===== config.mk =====
export PLATFORM = sky130hd
export DESIGN_NAME = lss_status_out
export DESIGN_NICKNAME = d
export VERILOG_FILES = /design/src/rtl/lss_pkg.sv /design/src/rtl/lss_half_tick.sv /design/src/rtl/lss_status_out.sv
export SDC_FILE = /design/constraint.sdc
export NUM_CORES = 1
export LEC_CHECK = 0
export ABC_CLOCK_PERIOD_IN_PS = 2150
export BUFFER_PORTS_ARGS = -buffer_cell sky130_fd_sc_hd__buf_2
export CORE_MARGIN = 2
export CORE_UTILIZATION = 47
export DETAILED_ROUTE_END_ITERATION = 12
export GPL_ROUTABILITY_DRIVEN = 0
export PLACE_DENSITY = 0.77
export SLEW_MARGIN = 15
export SYNTH_ARGS = -nofsm -noshare
export SYNTH_HDL_FRONTEND = slang
export SYNTH_SLANG_ARGS = --single-unit

===== constraint.sdc =====
create_clock -name clk_in -period 2.15 [get_ports clk_in]
set_clock_uncertainty 0.15 [all_clocks]
set_input_delay 0.1075 -clock clk_in [delete_from_list [all_inputs] [get_ports clk_in]]
set_output_delay 0.1075 -clock clk_in [all_outputs]
set_load 0.02 [all_outputs]

===== src/rtl/lss_pkg.sv =====
// Constants for the serial port-status output engine.
// Assumes a 125 MHz core clock and an external shift-register chain.
package lss_pkg;

    // ------------------------------------------------------------------
    // Frame layout
    // ------------------------------------------------------------------
    localparam int unsigned FRAME_BITS     = 36;
    localparam int unsigned PORTS_PER_LANE = 8;
    localparam int unsigned LANES          = 3;
    localparam int unsigned BITS_PER_PORT  = 4;

    // ------------------------------------------------------------------
    // Shift clock timing
    // ------------------------------------------------------------------
    localparam int unsigned CORE_CLK_MHZ   = 125;
    localparam int unsigned SHIFT_CLK_KHZ  = 2000;
    localparam int unsigned HALF_PERIOD_CYC =
        (CORE_CLK_MHZ * 1000) / (2 * SHIFT_CLK_KHZ);

    // ------------------------------------------------------------------
    // Reset values
    // ------------------------------------------------------------------
    localparam logic        SHIFT_CLK_RESET = 1'b1;
    localparam logic        DATA_RESET      = 1'b0;

endpackage : lss_pkg


===== src/rtl/lss_half_tick.sv =====
// Half-period tick generator for the indicator shift clock.
// Assumes clk_in is the core clock and ce_in gates all state.
`timescale 1ns/1ps

module lss_half_tick #(
    parameter int unsigned HALF_CYC = lss_pkg::HALF_PERIOD_CYC
) (
    input  wire logic clk_in,
    input  wire logic rst_b_in,
    input  wire logic ce_in,
    output logic      tick_out
);

    logic [15:0] cnt_q;

    // ------------------------------------------------------------------
    // Counter
    // ------------------------------------------------------------------
    always_ff @(posedge clk_in) begin
        if (!rst_b_in) begin
            cnt_q <= 16'h0000;
        end else if (ce_in) begin
            if (cnt_q == 16'(HALF_CYC - 1)) begin
                cnt_q <= 16'h0000;
            end else begin
                cnt_q <= cnt_q + 16'h0001;
            end
        end
    end

    assign tick_out = ce_in && (cnt_q == 16'(HALF_CYC - 1));

endmodule // lss_half_tick


===== src/rtl/lss_status_out.sv =====
// Serial port-status output engine: three indicator lanes, shift clock,
// and latch strobe. Assumes status inputs and mode on the core clock.
//
// Overview of operation
// Shift clock runs continuously, synchronous with data; here it stops and holds while ce_in is low.
// Lane 0: ports 1-8, then CPU port.
// Lane 1 ports 9-16; lane 2 ports 17-24.
// Data changes on shift clock falling edge.
// Receiver samples on rising shift clock edge.
// Mode 1 inverts lanes 1 and 2 data.
// Mode 1: strobe while clock low, bit 36.
// Mode 0: strobe unused, left unconnected.
// Frames repeat back to back, aligned.
`timescale 1ns/1ps

module lss_status_out #(
    parameter int unsigned FRAME_BITS = lss_pkg::FRAME_BITS,
    parameter int unsigned HALF_CYC   = lss_pkg::HALF_PERIOD_CYC
) (
    input  wire logic                    clk_in,
    input  wire logic                    rst_b_in,
    input  wire logic                    ce_in,
    input  wire logic                    mode_sel_in,
    input  wire logic [FRAME_BITS-1:0]   low_ports_status_in,
    input  wire logic [FRAME_BITS-1:0]   mid_ports_status_in,
    input  wire logic [FRAME_BITS-1:0]   high_ports_status_in,
    output logic                         indicator_shift_clock_out,
    output logic                         indicator_serial_out_low_ports_out,
    output logic                         indicator_serial_out_mid_ports_out,
    output logic                         indicator_serial_out_high_ports_out,
    output logic                         indicator_latch_strobe_out,
    output logic                         frame_start_out
);

    logic                  tick;
    logic                  sclk_q;
    logic [5:0]            bit_q;
    logic [FRAME_BITS-1:0] low_sh_q;
    logic [FRAME_BITS-1:0] mid_sh_q;
    logic [FRAME_BITS-1:0] high_sh_q;
    logic                  mode_q;
    logic                  fall;
    logic                  last_bit;

    lss_half_tick #(
        .HALF_CYC (HALF_CYC)
    ) u_tick (
        .clk_in   (clk_in),
        .rst_b_in (rst_b_in),
        .ce_in    (ce_in),
        .tick_out (tick)
    );

    // ------------------------------------------------------------------
    // Shift clock
    // ------------------------------------------------------------------
    assign fall     = tick && sclk_q;
    assign last_bit = (bit_q == 6'(FRAME_BITS - 1));

    always_ff @(posedge clk_in) begin
        if (!rst_b_in) begin
            sclk_q <= lss_pkg::SHIFT_CLK_RESET;
        end else if (tick) begin
            sclk_q <= ~sclk_q;
        end
    end

    // ------------------------------------------------------------------
    // Bit counter and frame alignment
    // ------------------------------------------------------------------
    // Bit index advances on each falling edge; wraps so frames abut.
    always_ff @(posedge clk_in) begin
        if (!rst_b_in) begin
            bit_q <= 6'(FRAME_BITS - 1);
        end else if (fall) begin
            bit_q <= last_bit ? 6'h00 : bit_q + 6'h01;
        end
    end

    // Mode is taken at the frame boundary so a frame never mixes polarity.
    always_ff @(posedge clk_in) begin
        if (!rst_b_in) begin
            mode_q <= 1'b0;
        end else if (fall && last_bit) begin
            mode_q <= mode_sel_in;
        end
    end

    // ------------------------------------------------------------------
    // Shift registers
    // ------------------------------------------------------------------
    // Low lane: ports 1-8 occupy the upper 32 bits, CPU port the last 4.
    always_ff @(posedge clk_in) begin
        if (!rst_b_in) begin
            low_sh_q  <= '0;
            mid_sh_q  <= '0;
            high_sh_q <= '0;
        end else if (fall) begin
            if (last_bit) begin
                low_sh_q  <= low_ports_status_in;
                mid_sh_q  <= mid_ports_status_in;
                high_sh_q <= high_ports_status_in;
            end else begin
                low_sh_q  <= {low_sh_q[FRAME_BITS-2:0], 1'b0};
                mid_sh_q  <= {mid_sh_q[FRAME_BITS-2:0], 1'b0};
                high_sh_q <= {high_sh_q[FRAME_BITS-2:0], 1'b0};
            end
        end
    end

    // ------------------------------------------------------------------
    // Output drivers
    // ------------------------------------------------------------------
    // Data registers update only on falling edges so they are stable at
    // the receiver's rising-edge sample point.
    always_ff @(posedge clk_in) begin
        if (!rst_b_in) begin
            indicator_serial_out_low_ports_out  <= lss_pkg::DATA_RESET;
            indicator_serial_out_mid_ports_out  <= lss_pkg::DATA_RESET;
            indicator_serial_out_high_ports_out <= lss_pkg::DATA_RESET;
        end else if (fall) begin
            if (last_bit) begin
                indicator_serial_out_low_ports_out  <=
                    low_ports_status_in[FRAME_BITS-1];
                indicator_serial_out_mid_ports_out  <=
                    mid_ports_status_in[FRAME_BITS-1] ^ mode_sel_in;
                indicator_serial_out_high_ports_out <=
                    high_ports_status_in[FRAME_BITS-1] ^ mode_sel_in;
            end else begin
                indicator_serial_out_low_ports_out  <= low_sh_q[FRAME_BITS-2];
                indicator_serial_out_mid_ports_out  <= mid_sh_q[FRAME_BITS-2] ^ mode_q;
                indicator_serial_out_high_ports_out <= high_sh_q[FRAME_BITS-2] ^ mode_q;
            end
        end
    end

    // Strobe covers the low half of the 36th bit in mode 1 only.
    always_ff @(posedge clk_in) begin
        if (!rst_b_in) begin
            indicator_latch_strobe_out <= 1'b0;
        end else if (fall) begin
            indicator_latch_strobe_out <= mode_q && (bit_q == 6'(FRAME_BITS - 2));
        end else if (tick) begin
            indicator_latch_strobe_out <= 1'b0;
        end
    end

    assign indicator_shift_clock_out = sclk_q;
    assign frame_start_out           = fall && last_bit;

endmodule // lss_status_out


---- After elaboration in Yosys (flattened, before gate mapping) ----
Index checks and enable logic that the tools add are counted.
operators by class
  $add $sub $neg .......................... 2
  eq/ne operators ......................... 3
  multiplexer cells ....................... 10
  bitwise gates (word level) .............. 5
  reduce and logical (&&, ||, !) cells .... 5
operator list
  cell                     count
  $mux W35                 3
  $add A16 B1 Y16 const B  1
  $eq A16 B5 Y1 const B    1
  $mux W16                 1
  $eq A6 B6 Y1 const B     2
  $add A6 B1 Y6 const B    1
  $mux W6                  1
  $mux W1                  5
  $logic_and A1 B1 Y1      4
  $xor A1 B1 Y1            4
  $reduce_bool A2 Y1       1
  $not A1 Y1               1
storage, ports and cells
  register bits ........................... 133
  input port bits ......................... 112
  output and inout port bits .............. 6
  word-level logic and storage cells ...... 36

---- Depth between registers and ports, before layout ----
Gate-level depths: netlist of the first run.
  depth after elaboration ................. 4
  depth in mapped cells ................... 9
  mapped depth without buffers ............ 6

---- Cells and area by module ----
From an unflattened synthesis of the first run, not the netlist that was laid out.
second synthesis, totals
  cells, all modules ...................... 761
  area, all modules ....................... 6387.4 um^2
by module, submodules not included
  module          instances  cells each  area each (um^2)  sequential area each (um^2)
  lss_status_out  1          673         5595.4            2342.2
  lss_half_tick   1          88          792.0             320.3

---- Worst setup path before layout of the first run ----
No wires, ideal clock.
  path type ............................... register to register
  start ................................... reg u_tick.cnt_q[0]
  end ..................................... reg low_sh_q[2]
  setup time .............................. 0.068 ns
  data arrival time ....................... 1.685 ns
  data required time ...................... 1.932 ns
  setup slack ............................. 0.247 ns
  cell stages (with the launch flop) ...... 10
  buffers on the path ..................... 3
  period minus slack after synthesis ...... 1.903 ns
  path through ............................ dfxtp_1 inv_1 ha_1 nor4b_1 and4_1 buf_4 a21oi_4 buf_6 buf_6 o2bb2ai_2
on the way
  word-level cells in the longest chain between the ends .. 3
ends and longest elaborated chain
  what                      RTL line               text
  start: declaration        lss_half_tick.sv:14    logic [15:0] cnt_q;
  start signal: assignment  lss_half_tick.sv:26    cnt_q <= cnt_q + 16'h0001;
  $eq A16 B5 Y1             lss_half_tick.sv:31    assign tick_out = ce_in && (cnt_q == 16'(HALF_CYC - 1));
  $logic_and A1 B1 Y1       lss_half_tick.sv:31
  $logic_and A1 B1 Y1       lss_status_out.sv:57   assign fall = tick && sclk_q;
  end signal: assignment    lss_status_out.sv:100  low_sh_q <= low_ports_status_in;
  end signal: assignment    lss_status_out.sv:104  low_sh_q <= {low_sh_q[FRAME_BITS-2:0], 1'b0};
  end: declaration          lss_status_out.sv:38   logic [FRAME_BITS-1:0] low_sh_q;
Every way passes these cells.
A chain may end at the register's enable or synchronous reset.

---- Worst setup path after layout of the first run ----
  start ................................... reg u_tick.cnt_q[5]
  end ..................................... out frame_start_out
on the way
  word-level cells in the longest chain between the ends .. 4
ends and longest elaborated chain
  what                 RTL line               text
  $eq A16 B5 Y1        lss_half_tick.sv:31
  $logic_and A1 B1 Y1  lss_half_tick.sv:31
  $logic_and A1 B1 Y1  lss_status_out.sv:57
  $logic_and A1 B1 Y1  lss_status_out.sv:149  assign frame_start_out = fall && last_bit;
  end: declaration     lss_status_out.sv:32   output logic frame_start_out
Every way passes these cells.

==> reports/results.tsv, run 1 <==
stage	metric	value	unit
run_status	status	completed	
final_layout	commonest non-fill, non-tap cell in the layout	dfxtp_1	
floorplan	Chip Height	118	um
timing	RSZ-0062 raised after global routing	no	
timing	Slew Viols, Final	0	
grt	Total GRT Usage	23.0	%
final_layout	area of the multi-input gates	3140	sq um
critical_path	crit path max-delay cell type	dfxtp_1	
logic_synthesis	Yosys reg bits	133	
critical_path	CP peak stage delay	0.31	ns
final_layout	most frequent cells in the layout	131 x dfxtp_1, 116 x buf_2, 111 x dlygate4sd3_1, 107 x mux2i_1, 55 x o2bb2ai_1	
clock_tree	Root Driver	clkbuf_16	
grt	vias in the first global route	5227	
power_and_ir_drop	Pleak	0.00416	uW
routing	DRT iter0 DRCs	341	
logic_synthesis	Post-synth EDFFs	0	
critical_path	critical path class	reg -> out	
grt	initial antenna violation count	1	
floorplan	die width	118	um
routing	ANT nets after route	0	
power_and_ir_drop	Clock Power Share	50.3	%
timing	Slew headroom	72.5	%
placed_design	hpwl dp	8870	um
grt	first-pass GRT wire length	25900	um
power_and_ir_drop	Logic pwr share	7.9	%
routing	Vias	4991	
timing	measured slew at the worst slew-check pin	0.409	ns
final_layout	area grow syn2layout	43.4	%
routing	wire per inst	16.8	um
final_layout	FILL cells	866	
clock_tree	H-Tree Depth	4	
final_layout	share of layout cells above drive strength 1	31.7	%
clock_tree	CTS Buf Count	17	
logic_synthesis	Netlist Area Pre-Place	6100	sq um
timing	Hold Fails Final Rpt	0	
routing	DRT Pass-1 Iters	4	
logic_synthesis	Syn Nets	633	
timing	fmax	485	MHz
clock_tree	Worst-path clk slew	0.06	ns
routing	DRC	0	
power_and_ir_drop	maximum VDD drop	0.000555	V
power_and_ir_drop	Net Sw Frac	20.9	%
clock_tree	CTS tree	yes	
placed_design	Placed Cells	786	
grt	gr ovfl total	0	
logic_synthesis	Synth Warn #	0	
grt	largest net degree at the start of global routing	53	
power_and_ir_drop	Power Dens Cells	676	nW/um^2
worst_hold_path	Hold Path Class	reg -> reg	
critical_path	Worst EP required	1.89	ns
timing	Sum Neg Setup Slack	0	ns
clock_tree	clk_lat worst skew	0.42	ns
critical_path	CP bufs+invs	2	
critical_path	Critical Path End Type	output pin	
timing	final setup vio count	0	
final_layout	Register Area	2670	sq um
floorplan	Core Region	12700	sq um
critical_path	crit path launch type	flop	
placed_design	Placed Area	6900	sq um
logic_synthesis	Yosys cell types	40	
critical_path	CP dominant cell by count	buf_4	
floorplan	cell row count	41	
clock_tree	clock buffer depth	2	
floorplan	Initial Util	48.2	%
timing	Final Critical Period	2.06	ns
critical_path	cells along the critical path	buf_4, nor4_2, and4_4, and3_4, buf_4	
final_layout	net total in the final layout	871	
logic_synthesis	Post-synth ARST share	0	%
critical_path	CP Max Fanout	6	
routing	Via density	5.31	
final_layout	Final Cell Area	8760	sq um
power_and_ir_drop	Net Switching	1230	uW
logic_synthesis	share of the yosys chip area belonging to registers	43.6	%
logic_synthesis	Post-Syn Instances	517	
logic_synthesis	Syn Area/Cell	11.8	sq um
floorplan	Top Ports	118	
floorplan	die area	13900	sq um
final_layout	Final Non-Filler Cells	940	
timing	fin crit share	96.0	%
placed_design	Port Buf Inserts	117	
critical_path	Worst EP arrival	1.81	ns
logic_synthesis	most used flip-flop cell after synthesis	dfxtp_1	
clock_tree	clk sinks	133	
power_and_ir_drop	sequential share of power	41.8	%
critical_path	CP top delay family	simple AND/OR/NAND/NOR gates	
run	max cap viols	0	
routing	drt total wl	15800	um
power_and_ir_drop	Pint	4680	uW
==> registers in the layout, summed over array words and instances, names as in the netlist <==
register,cells
indicator_serial_out_low_ports_out,1
mid_sh_q,35
indicator_serial_out_high_ports_out,1
high_sh_q,35
indicator_latch_strobe_out,1
mode_q,1
indicator_shift_clock_out,1
bit_q,6
indicator_serial_out_mid_ports_out,1
low_sh_q,35
u_tick.cnt_q,16
==> cells by family (layout without fill, tap and decap cells) <==
logic type	Yosys count	in the layout	share of synthesized area, %
flip-flops	133	133	43.6
AO/OA/AOI/OAI	125	125	22.4
multiplexers	107	107	17.5
AND/OR/NAND/NOR	81	81	7.69
buffers and inverters	48	298	5.21
XOR/XNOR	19	19	2.73
adder cells (fa/ha/maj)	4	4	0.820
other	0	1	0
==> stage by stage <==
step / setup WS (ns) / hold slack, ns / util, % / power, uW
after global placement: -0.0448 / 0.222 / 54.4 / 2810
final: 0.0867 / 0.309 / 69.1 / 5920
after detailed placement: -0.112 / 0.221 / 54.4 / 2810
after CTS: -0.0493 / 0.314 / 68.5 / 5940
after floorplan: 0.247 / 0.0963 / - / 2670
after global routing: 0.0149 / 0.328 / 69.1 / 6110
==> cell usage after synthesis, drive strengths merged (7+ instances only) <==
library cell	n	share of area [%]
buf	35	4.4
nor2	17	1.0
nand2	14	0.86
xnor2	10	1.4
clkbuf	9	0.55
mux2i	107	18
o2bb2ai	105	20
nand3	13	1.3
xor2	9	1.3
dfxtp	133	44
nand4	9	0.92
a21oi	7	0.76
nor4	8	0.92
==> what timing repair did <==
| item | CTS | global route |
|---|---|---|
| hold endpoints to repair | 115 | 0 |
| hold buffers | 111 | 0 |
| endpoints found under the setup margin | 80 | 3 |
| pin swaps | 3 | 3 |
| setup buffers | 5 | 5 |
| gates cloned | 0 | 1 |
| resized for setup | 4 | 2 |
==> metal layers <==
metal / wire, um / global-route usage [%] / up-vias
met5: 0 / 0 / -
met2: 8010 / 40.0 / 150
met1: 6810 / 27.4 / 2384
met4: 276 / 7.00 / 0
met3: 745 / 6.73 / 21
li1: - / - / 2436
==> power groups by stage <==
stage	Sequential (uW)	Clock, uW	Combinational (uW)
4_1_cts	2470	3010	454
3_5_place_dp	2530	0	287
5_1_grt	2470	3140	507
6_report	2470	2970	470
2_1_floorplan	2530	0	146
3_3_place_gp	2530	0	280
==> path summary, 6_finish.rpt <==
kind,from,end,slack [ns],cells past startpoint
worst max-delay path,u_tick.cnt_q[5],frame_start_out,0.09,5
worst min-delay path,low_sh_q[28],low_sh_q[28],0.31,1
worst min register to register,low_sh_q[28],low_sh_q[28],0.31,1
worst max register to register,bit_q[3],mid_sh_q[19],0.13,6
==> area by class of cell <==
class	instances	area share [%]
antenna	1	0.0286
tap	172	2.46
sequential	133	30.4
inverter	4	0.171
clock buffer	22	5.53
timing repair buffer	263	24.0
clock inverter	9	1.43
multi-input combinational	336	35.9
No activity file was read; power rests on OpenSTA's default activity.
==> inputs of run 2 (changes only) <==
--- a/config.mk
+++ b/config.mk
@@ -7,7 +7,7 @@
 export LEC_CHECK = 0
 export ABC_CLOCK_PERIOD_IN_PS = 2150
 export BUFFER_PORTS_ARGS = -buffer_cell sky130_fd_sc_hd__buf_2
-export CORE_MARGIN = 2
+export CORE_MARGIN = 10
 export CORE_UTILIZATION = 47
 export DETAILED_ROUTE_END_ITERATION = 12
 export GPL_ROUTABILITY_DRIVEN = 0
==> run 2 against run 1 <==
Total power down 3.0%. Die area increased by 29%. Sequential power is essentially flat. Worst setup slack about the same. Sequential cell count stayed put. Wire length up 7.5%. Highest routed layer unchanged. Largest cell class unchanged. Sequential share of layout area rose by 0.32 points. Critical path depth rose by 1. Worst hold slack got worse by 0.0020 ns.
==> reports/results.tsv, run 2 (synthesized netlist as in run 1, its figures left out) <==
stage	metric	value	unit
run_status	status	completed	
routing	DRT iter0 DRCs	239	
grt	first-pass GRT wire length	26800	um
placed_design	pre-CTS WS	0.0459	ns
timing	fin crit share	96.0	%
grt	gr ovfl total	0	
worst_hold_path	Hold Path Class	reg -> reg	
timing	measured slew at the worst slew-check pin	0.451	ns
timing	hold_ws	0.307	ns
clock_tree	clk sinks	133	
timing	final worst setup slack	0.0866	ns
clock_tree	Root Driver	clkbuf_16	
grt	vias in the first global route	5329	
routing	Via density	5.42	
critical_path	CP Max Fanout	8	
critical_path	Worst EP arrival	1.81	ns
routing	Vias	5029	
critical_path	CP peak stage delay	0.52	ns
timing	Slew Viols, Final	0	
floorplan	cell row count	41	
clock_tree	CTS Buf Count	17	
routing	wire length on met1	7080	um
final_layout	net total in the final layout	861	
routing	DRT Pass-1 Iters	4	
placed_design	Port Buf Inserts	117	
final_layout	area grow syn2layout	42.0	%
power_and_ir_drop	maximum VDD drop	0.000501	V
routing	top sig layer	met4	
grt	Total GRT Usage	18.5	%
timing	Sum Neg Setup Slack	0	ns
clock_tree	H-Tree Depth	4	
routing	DRC	0	
floorplan	Top Ports	118	
critical_path	Worst EP required	1.89	ns
placed_design	hpwl dp	9610	um
timing	Slew headroom	69.9	%
routing	wire length on met3	781	um
clock_tree	Worst-path clk slew	0.05	ns
final_layout	Core Util, Final	68.4	%
final_layout	commonest non-fill, non-tap cell in the layout	dfxtp_1	
floorplan	Initial Util	48.2	%
routing	met2 WL	8630	um
floorplan	Chip Height	134	um
final_layout	most frequent cells in the layout	131 x dfxtp_1, 116 x buf_2, 111 x dlygate4sd3_1, 107 x mux2i_1, 55 x o2bb2ai_1	
power_and_ir_drop	Pleak	0.00411	uW
routing	drt total wl	17000	um
critical_path	crit path max-delay cell type	dlygate4sd3_1	
grt	largest net degree at the start of global routing	89	
floorplan	die area	17900	sq um
routing	ANT nets after route	0	
clock_tree	CTS tree	yes	
critical_path	Critical Path End Type	output pin	
final_layout	share of layout cells above drive strength 1	30.4	%
critical_path	cells along the critical path	dlygate4sd3_1, buf_2, and4_1, and4_4, and3_1, buf_4	
clock_tree	clk_lat worst skew	0.41	ns
critical_path	CP bufs+invs	3	
critical_path	critical path class	in -> out	
final_layout	Largest regs	high_sh_q (35), low_sh_q (35), mid_sh_q (35)	
timing	fmax	485	MHz
floorplan	die width	134	um
power_and_ir_drop	Power Dens Cells	662	nW/um^2
critical_path	crit path launch type	input pin	
timing	Final Critical Period	2.06	ns
routing	wire per inst	18.3	um
timing	final setup vio count	0	
clock_tree	clock buffer depth	2	
critical_path	CP top delay family	buffers and inverters	
floorplan	Core Region	12700	sq um
run	max cap viols	0	
timing	RSZ-0062 raised after global routing	no	
timing	Hold Fails Final Rpt	0	
grt	initial antenna violation count	2	
==> run 2: cell type report <==
cell class / instances / area (sq um)
multi-input combinational: 336 / 3150
clock buffer: 24 / 492
clock inverter: 4 / 72.6
antenna: 2 / 5.00
tap: 172 / 215
inverter: 4 / 15.0
timing repair buffer: 253 / 2050
sequential: 133 / 2670
fill: 905 / 4010
==> run 2: path summary, 6_finish.rpt <==
| check | start | end | slack [ns] | depth (start not counted) |
|---|---|---|---|---|
| setup / recovery | ce_in | frame_start_out | 0.09 | 6 |
| hold / removal | high_sh_q[3] | high_sh_q[3] | 0.31 | 1 |
| setup reg to reg | u_tick.cnt_q[0] | low_sh_q[7] | 0.14 | 8 |
| hold reg to reg | high_sh_q[3] | high_sh_q[3] | 0.31 | 1 |
==> run 2: routing by layer <==
metal | track usage, % | up-vias
li1 | - | 2420
met1 | 20.0 | 2412
met2 | 32.2 | 155
met3 | 5.64 | 42
met4 | 8.77 | 0
met5 | 0 | -
==> run 2: worst register-to-register path, stage by stage (launching register included) <==
cell and delay, ns:
dfxtp_2 0.34, inv_1 0.06, ha_1 0.15, nor4b_2 0.24
and4_1 0.31, a21oi_4 0.07, buf_4 0.17, clkbuf_16 0.19
o2bb2ai_1 0.19
==> run 2: what timing repair did <==
item                                    CTS  global route
endpoints found under the hold margin   115             0
setup buffers                             1             4
pin swaps                                 1             3
hold buffers                            111             0
cloned                                    1             3
endpoints found under the setup margin    1           128
resized for setup                         1            13
==> run 2: metrics by stage <==
stage / instances / area [sq um] / total power [uW]
final: 928 / 8670 / 5740
after global routing: 928 / 8670 / 5930
after CTS: 919 / 8540 / 5740
after detailed placement: 778 / 6810 / 2800
after global placement: 778 / 6810 / 2790
after floorplan: 517 / 6100 / 2670
==> run 2: report_power, final <==
group          switching (uW)  internal [uW]
registers                5.63           2470
logic                     189            277
clock network             996           1800
total                    1190           4550
